File: config.mk
export PLATFORM = sky130hd
export DESIGN_NAME = isp_slave_port
export DESIGN_NICKNAME = d
export VERILOG_FILES = /design/src/isp_pin_sync.v /design/src/isp_slave_port.v
export VERILOG_INCLUDE_DIRS = /design/src
export SDC_FILE = /design/constraint.sdc
export NUM_CORES = 1
export LEC_CHECK = 0
export BUFFER_PORTS_ARGS = -buffer_cell sky130_fd_sc_hd__buf_2
export CORE_MARGIN = 1
export CORE_UTILIZATION = 45
export CTS_BUF_LIST = sky130_fd_sc_hd__clkbuf_2 sky130_fd_sc_hd__clkbuf_4 sky130_fd_sc_hd__clkbuf_8
export DETAILED_ROUTE_END_ITERATION = 16
export PLACE_DENSITY = 0.66
export REMOVE_ABC_BUFFERS = 1
export SETUP_SLACK_MARGIN = 0.2
export SLEW_MARGIN = 20
export SYNTH_ARGS = -nofsm -noshare
export SYNTH_HDL_FRONTEND = slang
export SYNTH_SLANG_ARGS = --single-unit
File: constraint.sdc
create_clock -name CLK_IN -period 2.3 [get_ports CLK_IN]
set_input_delay 0.23 -clock CLK_IN [delete_from_list [all_inputs] [get_ports CLK_IN]]
set_output_delay 0.23 -clock CLK_IN [all_outputs]
set_load 0.05 [all_outputs]
File: src/isp_consts.vh
// Constants for the I2C slave register port: addresses, byte layout, reset values.
// Assumes it is included by bare name from the design files of this block.
`ifndef ISP_CONSTS_VH
`define ISP_CONSTS_VH

// 7-bit slave addresses chosen by the strap pin
`define ISP_ADDR_STRAP_LOW  7'h40
`define ISP_ADDR_STRAP_HIGH 7'h41

// Bits per byte on the wire, and the last bit index of a byte
`define ISP_BYTE_BITS       4'h8
`define ISP_MSB_POS         3'h7

// Position of the read/write bit inside the address byte
`define ISP_RW_POS          0
`define ISP_RW_READ         1'h1

// Reset values
`define ISP_PTR_RESET       8'h00
`define ISP_BYTE_RESET      8'h00
`define ISP_LINE_IDLE       1'h1

`endif

File: src/isp_pin_sync.v
// Three-stage pin synchroniser with agreement filter for the I2C slave port.
// Assumes the input is asynchronous to clk_in; output follows once stages two and three agree.
`timescale 1ns/1ps
`include "isp_consts.vh"

module isp_pin_sync #(
  parameter INIT = 1'b1                 // Level shown during and after reset
) (
  input  wire clk_in,                   // Block clock
  input  wire rstn_in,                  // Synchronous reset, active low
  input  wire pin_in,                   // Raw asynchronous level
  output reg  level_out                 // Filtered level
);

  reg stage1;
  reg stage2;
  reg stage3;

  // First stage is read only by the second; the filter looks at stages two and three
  always @(posedge clk_in)
  begin
    if (!rstn_in)
    begin
      stage1    <= INIT;
      stage2    <= INIT;
      stage3    <= INIT;
      level_out <= INIT;
    end
    else
    begin
      stage1 <= pin_in;
      stage2 <= stage1;
      stage3 <= stage2;
      if (stage2 == stage3)
        level_out <= stage3;            // Glitch shorter than a cycle never reaches here
    end
  end

endmodule // isp_pin_sync

File: src/isp_slave_port.v
// I2C slave port giving a bus master byte access to the device's register space.
// Assumes SCL, SDA and the address strap come from pins; the register file answers
// RD_DATA_IN combinationally for the address on REG_ADDR_OUT.
`timescale 1ns/1ps
`include "isp_consts.vh"

// What this block does
// - With the strap low the port answers 7-bit address 0x40 (0x80 write, 0x81 read).
// - With the strap at the I/O supply the port answers address 0x41 (0x82 write, 0x83 read).
// - Every byte on the wire is eight bits, most significant bit first.
// - The receiver of each byte returns an acknowledge in the ninth clock period.
// - SDA falling while SCL is high is a start; SDA rising while SCL is high is a stop.
// - The sender changes data bits only while SCL is low.
// - The port acknowledges by holding SDA low for the whole acknowledge clock period.
// - Transfers of any length between start and stop are accepted.
// - A write's first byte sets the pointer; each later byte is stored there and steps it.
// - Every written data byte is acknowledged.
// - In a read the port sends from the pointer onward, one register per acknowledged byte.
module isp_slave_port (
  input  wire       CLK_IN,             // Block clock, 250 MHz
  input  wire       RSTN_IN,            // Synchronous reset, active low
  input  wire       SCL_IN,             // Bus clock pin level
  input  wire       SDA_IN,             // Bus data pin level
  output reg        SDA_OUT,            // Data drive value, always low
  output reg        SDA_OE_OUT,         // High while the port pulls SDA low
  input  wire       ADDR_SEL_IN,        // Address strap: low or io_supply_level
  output reg  [7:0] REG_ADDR_OUT,       // Register pointer
  output reg  [7:0] WR_DATA_OUT,        // Byte to write
  output reg        WR_STB_OUT,         // One-cycle write strobe
  input  wire [7:0] RD_DATA_IN,         // Byte at REG_ADDR_OUT
  output reg        RD_STB_OUT,         // One-cycle pulse when a read byte is taken
  output reg        BUSY_OUT            // High while addressed between start and stop
);

  // One-hot protocol states
  localparam [5:0] ST_IDLE   = 6'h01;
  localparam [5:0] ST_RECV   = 6'h02;
  localparam [5:0] ST_ACK    = 6'h04;
  localparam [5:0] ST_SEND   = 6'h08;
  localparam [5:0] ST_MACK   = 6'h10;
  localparam [5:0] ST_IGNORE = 6'h20;

  // Meaning of the byte being received
  localparam [1:0] KIND_ADDR = 2'h0;
  localparam [1:0] KIND_PTR  = 2'h1;
  localparam [1:0] KIND_DATA = 2'h2;

  wire       scl;
  wire       sda;
  wire       strap;
  reg        scl_prev;
  reg        sda_prev;
  reg        strap_hold;
  reg  [5:0] state;
  reg  [1:0] kind;
  reg  [3:0] bit_cnt;
  reg  [7:0] shift;
  reg        read_mode;
  reg        master_ack;

  // Pin synchronisers; SCL from the master is sampled, not used as a clock
  isp_pin_sync #(.INIT(`ISP_LINE_IDLE)) u_sync_scl (
    .clk_in    (CLK_IN),
    .rstn_in   (RSTN_IN),
    .pin_in    (SCL_IN),
    .level_out (scl)
  );

  isp_pin_sync #(.INIT(`ISP_LINE_IDLE)) u_sync_sda (
    .clk_in    (CLK_IN),
    .rstn_in   (RSTN_IN),
    .pin_in    (SDA_IN),
    .level_out (sda)
  );

  isp_pin_sync #(.INIT(1'b0)) u_sync_strap (
    .clk_in    (CLK_IN),
    .rstn_in   (RSTN_IN),
    .pin_in    (ADDR_SEL_IN),
    .level_out (strap)
  );

  // Bus events from the filtered levels and their previous values
  wire scl_rise   = scl & ~scl_prev;
  wire scl_fall   = ~scl & scl_prev;
  wire bus_start  = scl & scl_prev & sda_prev & ~sda;
  wire bus_stop   = scl & scl_prev & ~sda_prev & sda;
  wire byte_done  = (bit_cnt == `ISP_BYTE_BITS);
  wire [6:0] own_addr = strap_hold ? `ISP_ADDR_STRAP_HIGH
                                   : `ISP_ADDR_STRAP_LOW;
  wire addr_match = (shift[7:1] == own_addr);

  // Previous levels for edge finding
  always @(posedge CLK_IN)
  begin
    if (!RSTN_IN)
    begin
      scl_prev <= `ISP_LINE_IDLE;
      sda_prev <= `ISP_LINE_IDLE;
    end
    else
    begin
      scl_prev <= scl;
      sda_prev <= sda;
    end
  end

  // Strap is caught at each start, so a slow strap settles before it matters
  always @(posedge CLK_IN)
  begin
    if (!RSTN_IN)
      strap_hold <= 1'b0;
    else if (bus_start)
      strap_hold <= strap;
  end

  // Pointer steps once after each write strobe or read byte
  always @(posedge CLK_IN)
  begin
    if (!RSTN_IN)
      REG_ADDR_OUT <= `ISP_PTR_RESET;
    else if (state == ST_RECV && scl_fall && byte_done && kind == KIND_PTR)
      REG_ADDR_OUT <= shift;
    else if (WR_STB_OUT || RD_STB_OUT)
      REG_ADDR_OUT <= REG_ADDR_OUT + 8'h01;
  end

  // Protocol engine: sample on SCL rise, drive SDA after SCL fall
  always @(posedge CLK_IN)
  begin
    if (!RSTN_IN)
    begin
      state       <= ST_IDLE;
      kind        <= KIND_ADDR;
      bit_cnt     <= 4'h0;
      shift       <= `ISP_BYTE_RESET;
      read_mode   <= 1'b0;
      master_ack  <= 1'b0;
      SDA_OUT     <= 1'b0;
      SDA_OE_OUT  <= 1'b0;
      WR_DATA_OUT <= `ISP_BYTE_RESET;
      WR_STB_OUT  <= 1'b0;
      RD_STB_OUT  <= 1'b0;
      BUSY_OUT    <= 1'b0;
    end
    else
    begin
      WR_STB_OUT <= 1'b0;
      RD_STB_OUT <= 1'b0;
      SDA_OUT    <= 1'b0;                                         // Open drain: only pull low
      if (bus_start)
      begin
        // A start, repeated or not, always restarts address reception
        state      <= ST_RECV;
        kind       <= KIND_ADDR;
        bit_cnt    <= 4'h0;
        SDA_OE_OUT <= 1'b0;
        BUSY_OUT   <= 1'b0;
      end
      else if (bus_stop)
      begin
        state      <= ST_IDLE;
        SDA_OE_OUT <= 1'b0;
        BUSY_OUT   <= 1'b0;
      end
      else
      begin
        case (state)
          ST_IDLE, ST_IGNORE:
          begin
            SDA_OE_OUT <= 1'b0;
          end
          ST_RECV:
          begin
            if (scl_rise && !byte_done)
            begin
              shift   <= {shift[6:0], sda};
              bit_cnt <= bit_cnt + 4'h1;
            end
            else if (scl_fall && byte_done)
            begin
              // Byte complete: decide whether to acknowledge it
              bit_cnt <= 4'h0;
              if (kind == KIND_ADDR)
              begin
                if (addr_match)
                begin
                  read_mode  <= (shift[`ISP_RW_POS] == `ISP_RW_READ);
                  SDA_OE_OUT <= 1'b1;
                  BUSY_OUT   <= 1'b1;
                  state      <= ST_ACK;
                end
                else
                  state <= ST_IGNORE;
              end
              else
              begin
                if (kind == KIND_DATA)
                begin
                  WR_DATA_OUT <= shift;
                  WR_STB_OUT  <= 1'b1;
                end
                SDA_OE_OUT <= 1'b1;
                state      <= ST_ACK;
              end
            end
          end
          ST_ACK:
          begin
            // Acknowledge held low through the ninth clock; on its fall released in a write, or set to the first data bit in a read
            if (scl_fall)
            begin
              bit_cnt <= 4'h0;
              if (read_mode)
              begin
                shift      <= RD_DATA_IN;
                RD_STB_OUT <= 1'b1;
                SDA_OE_OUT <= ~RD_DATA_IN[`ISP_MSB_POS];
                state      <= ST_SEND;
              end
              else
              begin
                SDA_OE_OUT <= 1'b0;
                kind       <= (kind == KIND_ADDR) ? KIND_PTR : KIND_DATA;
                state      <= ST_RECV;
              end
            end
          end
          ST_SEND:
          begin
            if (scl_rise)
              bit_cnt <= bit_cnt + 4'h1;
            else if (scl_fall)
            begin
              if (byte_done)
              begin
                SDA_OE_OUT <= 1'b0;                               // Master owns the ninth bit
                state      <= ST_MACK;
              end
              else
              begin
                shift      <= {shift[6:0], 1'b0};
                SDA_OE_OUT <= ~shift[6];
              end
            end
          end
          ST_MACK:
          begin
            if (scl_rise)
              master_ack <= ~sda;
            else if (scl_fall)
            begin
              bit_cnt <= 4'h0;
              if (master_ack)
              begin
                shift      <= RD_DATA_IN;
                RD_STB_OUT <= 1'b1;
                SDA_OE_OUT <= ~RD_DATA_IN[`ISP_MSB_POS];
                state      <= ST_SEND;
              end
              else
                state <= ST_IGNORE;                               // Wait for the stop
            end
          end
          default:
          begin
            state      <= ST_IDLE;
            SDA_OE_OUT <= 1'b0;
          end
        endcase
      end
    end
  end

endmodule // isp_slave_port

Word-level counts from Yosys, hierarchy flattened. Index checks and enable logic that the tools add are counted. W data, S select, Z words.

Memories: 0. Word-level logic and storage cells: 168. Output and inout port bits: 21. Memory bits (read-only): 0. Bits in registers: 57. Bits in latches: 0. RAM bits: 0. Input bits: 13.

Bitwise gates (word level): 22. Magnitude comparators: 0. Divide/modulo/power cells: 0. $add $sub $neg: 2. Equality and inequality tests: 37. Muxes and demuxes: 55. Reductions and logical operators: 24. Shift operators: 0. $mul: 0.

Operators with widths (number): $mux W8 (11); $mux W6 (11); $pmux W8 S4 (1); $pmux W6 S5 (1); $ne A4 B4 Y1 const B (7); $reduce_and A9 Y1 (3); $mux W4 (6); $ne A2 B2 Y1 const B (11); $mux W1 (19); $pmux W4 S4 (1); $not A1 Y1 (15); $reduce_and A7 Y1 (2); $reduce_and A12 Y1 (1); $reduce_and A5 Y1 (2); $add A8 B1 Y8 const B (1); $reduce_and A4 Y1 (2); $and A1 B1 Y1 (7); $eq A7 B7 Y1 (1); $reduce_or A7 Y1 (1); $eq A6 B1 Y1 const B (1); $eq A6 B2 Y1 const B (1); $eq A6 B3 Y1 const B (1); $eq A6 B4 Y1 const B (1); $eq A6 B5 Y1 const B (1); 21 further kinds (32).

Depth between registers and ports, before layout.
Word-level depth: 9. Depth in mapped cells: 10.

Modules after synthesis. Synthesis repeated with hierarchy kept, for this count alone.

Cells, all modules: 319. Area, all modules: 2892.8 um^2.

By module, submodules not included: isp_slave_port (area each 2551.2 um^2, cells an instance 289, times used 1); isp_pin_sync (u_sync_scl ...) (area each 112.6 um^2, cells an instance 10, times used 2); isp_pin_sync (u_sync_strap) (area each 116.4 um^2, cells an instance 10, times used 1).

Least setup slack after synthesis. OpenSTA, ideal clock, no wires.

Path type: flip-flop to flip-flop. Start point: register state[2]. End point: register WR_DATA_OUT[4]. Setup slack: 14 ps. Library setup time: 128 ps. Stages on the path, launching flop included: 8. Arrival time: 2159 ps. Path through: dfxtp_1 > buf_6 > or4b_4 > or2_1 > buf_6 > nor4_4 > mux2i_1 > nor2_1.

Longest elaborated chain between the ends: 2.

Ends and longest elaborated chain: start: declaration (RTL line isp_slave_port.v:54) `reg [5:0] state;`; start signal: assignment (RTL line isp_slave_port.v:133) `state <= ST_IDLE;`; start signal: assignment (RTL line isp_slave_port.v:154) `state <= ST_RECV;`; start signal: assignment (RTL line isp_slave_port.v:162) `state <= ST_IDLE;`; $eq A6 B2 Y1 (RTL line isp_slave_port.v:168) `case (state)`; $reduce_and A7 Y1 (no line); end signal: assignment (RTL line isp_slave_port.v:141) `` WR_DATA_OUT <= `ISP_BYTE_RESET; ``; end signal: assignment (RTL line isp_slave_port.v:200) `WR_DATA_OUT <= shift;`; end: declaration (RTL line isp_slave_port.v:28) `output reg [7:0] WR_DATA_OUT,`.

Every way passes these cells. A chain may end at the register's enable or synchronous reset.

Worst setup path in the final report.
Start point: register state[2]. End point: register bit_cnt[0].

Longest elaborated chain between the ends: 3.

Ends and longest elaborated chain: $eq A6 B2 Y1, or another cell as far along (RTL line isp_slave_port.v:168); $ne A3 B1 Y1 (no line), or another cell as far along; $reduce_and A5 Y1 (no line); end signal: assignment (RTL line isp_slave_port.v:178) `bit_cnt <= bit_cnt + 4'h1;`; end signal: assignment (RTL line isp_slave_port.v:232) `bit_cnt <= bit_cnt + 4'h1;`; end: declaration (RTL line isp_slave_port.v:56) `reg [3:0] bit_cnt;`.

Several ways; a longest one is shown, not always the timed one.

==> summary.txt <==
Yosys
  • Yosys top cell by area: dfxtp_1
  • Top FF cell, synth: dfxtp_1
  • Post-Syn Area: 2736 sq um
  • Post-synth top area share: 0.4170
  • Top post-synthesis cells by area: dfxtp_1 42%, mux2i_1 8.4%, nor2_1 5.3%, nand3_1 3.7%, a211oi_1 2.7%
  • FFs w/ async S/R, synth: 0
  • Synthesis Warnings: 0
  • Sequential element share of the synthesized area: 0.4170
  • Netlist cell types: 55
  • Flops & latches, synth: 57
  • Number of flops mapped to enable cells by yosys: 0
  • Syn_area_per_cell: roughly 9 sq um
  • Number of cells produced by synthesis: 310

Finish
  • Most frequent cells in the layout: 50 x dfxtp_1, 38 x nor2_1, 32 x buf_2, 26 x buf_4, 23 x mux2i_1
  • Area growth, synth to finish: 27.71%
  • Non-Filler Instances: 447
  • N_diodes: 0
  • Final #Nets: 383
  • Commonest non-fill, non-tap cell in the layout: dfxtp_1
  • Fraction of layout cells with a size suffix above 1: 0.3065

Critical path
  • CP Cell Sequence: or4b_4, nor2_4, nor3_1, a211o_1, buf_6, or4_4, o31ai_2
  • Delay of the slowest critical-path stage: 580 ps
  • Setup crit start kind: register
  • Worst Setup End Kind: register
  • Crit path max-delay cell type: or4b_4
  • Worst EP required: approximately 2500 ps
  • Worst EP arrival: 2420 ps
  • CP max FO: 4
  • WS Path Type: reg -> reg

CTS
  • Root buffer cell: clkbuf_8
  • Register clock-pin slew on the reported worst setup and hold paths: 70 ps
  • Clock sink count: 57
  • H-tree depth: 3
  • CTS Hold Bufs: 0
  • Clock buffer count from CTS: 9
  • CTS max path bufs: 2
  • CTS tree: built
  • Clock latency at the later pin of the worst-skew pair: 330 ps

Run
  • Max cap viols: 0

Power
  • Peak VDD IR: ~0.44 mV
  • Pwr per Cell Area: 593.6 nW/um^2
  • Leak pwr: roughly 1.4 nW
  • Overall Power: roughly 0.0021 W

GRT
  • Largest net degree at the start of global routing: 30
  • First-pass GRT wire length: about 11000 um
  • Gr usage total: 0.2206
  • Initial antenna violation count: 0
  • Total congestion overflow: 0
  • Vias in the first global route: 2250

STA
  • Setup TNS: 0 ps
  • PnR worst setup slack: approximately 110 ps
  • Fin. Hold Viols: 0
  • Unrepaired setup endpoints after global routing: yes
  • Achievable frequency: 0.4576 GHz
  • Final min period: 2185 ps
  • Fin. max-slew vios: 0
  • Setup Skew: 9.945 ps
  • Fin crit share: 0.9501
  • Hold_ws: 71.19 ps
  • Final setup fails: 0

Worst hold path
  • Class of the worst hold path: in -> reg

Place
  • Port bufs: 32
  • Placed Cells: 423
  • Post-DP HPWL: approximately 4600 um
  • Final Wtd Congestion: between 0.9 and 1
  • Dpl ws: 100.3 ps

Floorplanning
  • Chip width: 79.98 um
  • Cell Rows: 28
  • Core area: 5886 sq um
  • Die Ht: 79.98 um
  • Top-level I/O count: 34
  • Die ar.: 6397 sq um
  • Starting Density: 0.4649

Detailed routing
  • DRC: 0
  • Vias per inst: 5.575
  • DR WL/cell: 14.79 um
  • DRT iter0 DRCs: 223
  • Final wirelength: 6610 um
  • Vias: 2492
  • Drt pass-1 iters: 4
  • Antenna Violating Nets Remaining: 0

Outcome
  • Status: finished clean
[repair_timing]
item	CTS	global route
gates cloned	0	0
pin swaps	8	11
hold endpoints to repair	0	0
setup endpoints to repair	30	28
setup buffers	4	4
gates resized for setup	12	29
[logic make-up (layout without fill, tap and decap cells)]
group | count (synthesis) | count (layout) | synth area share
simple gates | 128 | 128 | 0.2487
compound gates | 64 | 64 | 0.1596
flops | 57 | 57 | 0.4170
mux | 23 | 23 | 0.08413
buf+inv | 23 | 85 | 0.04023
xor+xnor | 11 | 11 | 0.03521
fa+ha+maj | 3 | 3 | 0.01372
other cells | 1 | 1 | 0.001370
[registers in the layout, summed over array words and instances (netlist names), 2 cells and up]
signal / flops
state: 6
bit_cnt: 4
WR_DATA_OUT: 8
REG_ADDR_OUT: 8
kind: 2
shift: 8
[where the power goes]
part | leakage [nW] | internal, W | total (W) | switching, W
Sequential | 0.464 | 0.000990 | 0.000993 | 0.00000283
Clock | 0.106 | 0.000632 | 0.00103 | 0.000398
Combinational | 0.825 | 0.0000185 | 0.0000516 | 0.0000331
Total | 1.40 | 0.00164 | 0.00207 | 0.000434
[metrics by stage]
stage	utilization	area, sq um
after global placement	0.5247	3088
after CTS	0.5716	3364
after floorplan	-	2649
after detailed placement	0.5247	3088
after global routing	0.5938	3495
final	0.5938	3495
[synth_stat cells (all sizes together), types with 9 or more instances]
| cell | number |
|---|---|
| o21ai | 14 |
| clkbuf | 11 |
| nand3 | 20 |
| o31ai | 9 |
| nand2b | 12 |
| nand2 | 16 |
| dfxtp | 57 |
| a211oi | 10 |
| nor2 | 40 |
| a21oi | 10 |
| mux2i | 23 |
[path summary, 6_finish.rpt]
check                                        from           endpoint  slack, ps  depth (start not counted)
worst max register to register           state[2]         bit_cnt[0]        110                          7
worst min register to register  u_sync_scl.stage1  u_sync_scl.stage2        410                          1
worst min-delay path                       SDA_IN  u_sync_sda.stage1         70                          2
worst max-delay path                     state[2]         bit_cnt[0]        110                          7
[routing by layer]
layer  GRT usage  part of all wire  up-vias
li1            -                 -     1243
met1      0.3021              0.47     1162
met2      0.3222              0.45       73
met3     0.05257             0.061       14
met4      0.1071             0.016        0
met5           0                 0        -
[final cells by class]
class                      instances  area (sq um)
tap                               75         93.84
fill                             521          2391
multi-input combinational        230          1582
timing repair buffer              63         420.4
clock inverter                     5         80.08
clock buffer                      11         138.9
inverter                           6         22.52
sequential                        57          1157
[worst max-delay path, delay by kind of cell (launching register included)]
kind	cells	cell delay, ps
compound gates	2	380
simple gates	4	1250
buf+inv	1	140
flops	1	330
No activity file was read; power rests on OpenSTA's default activity.
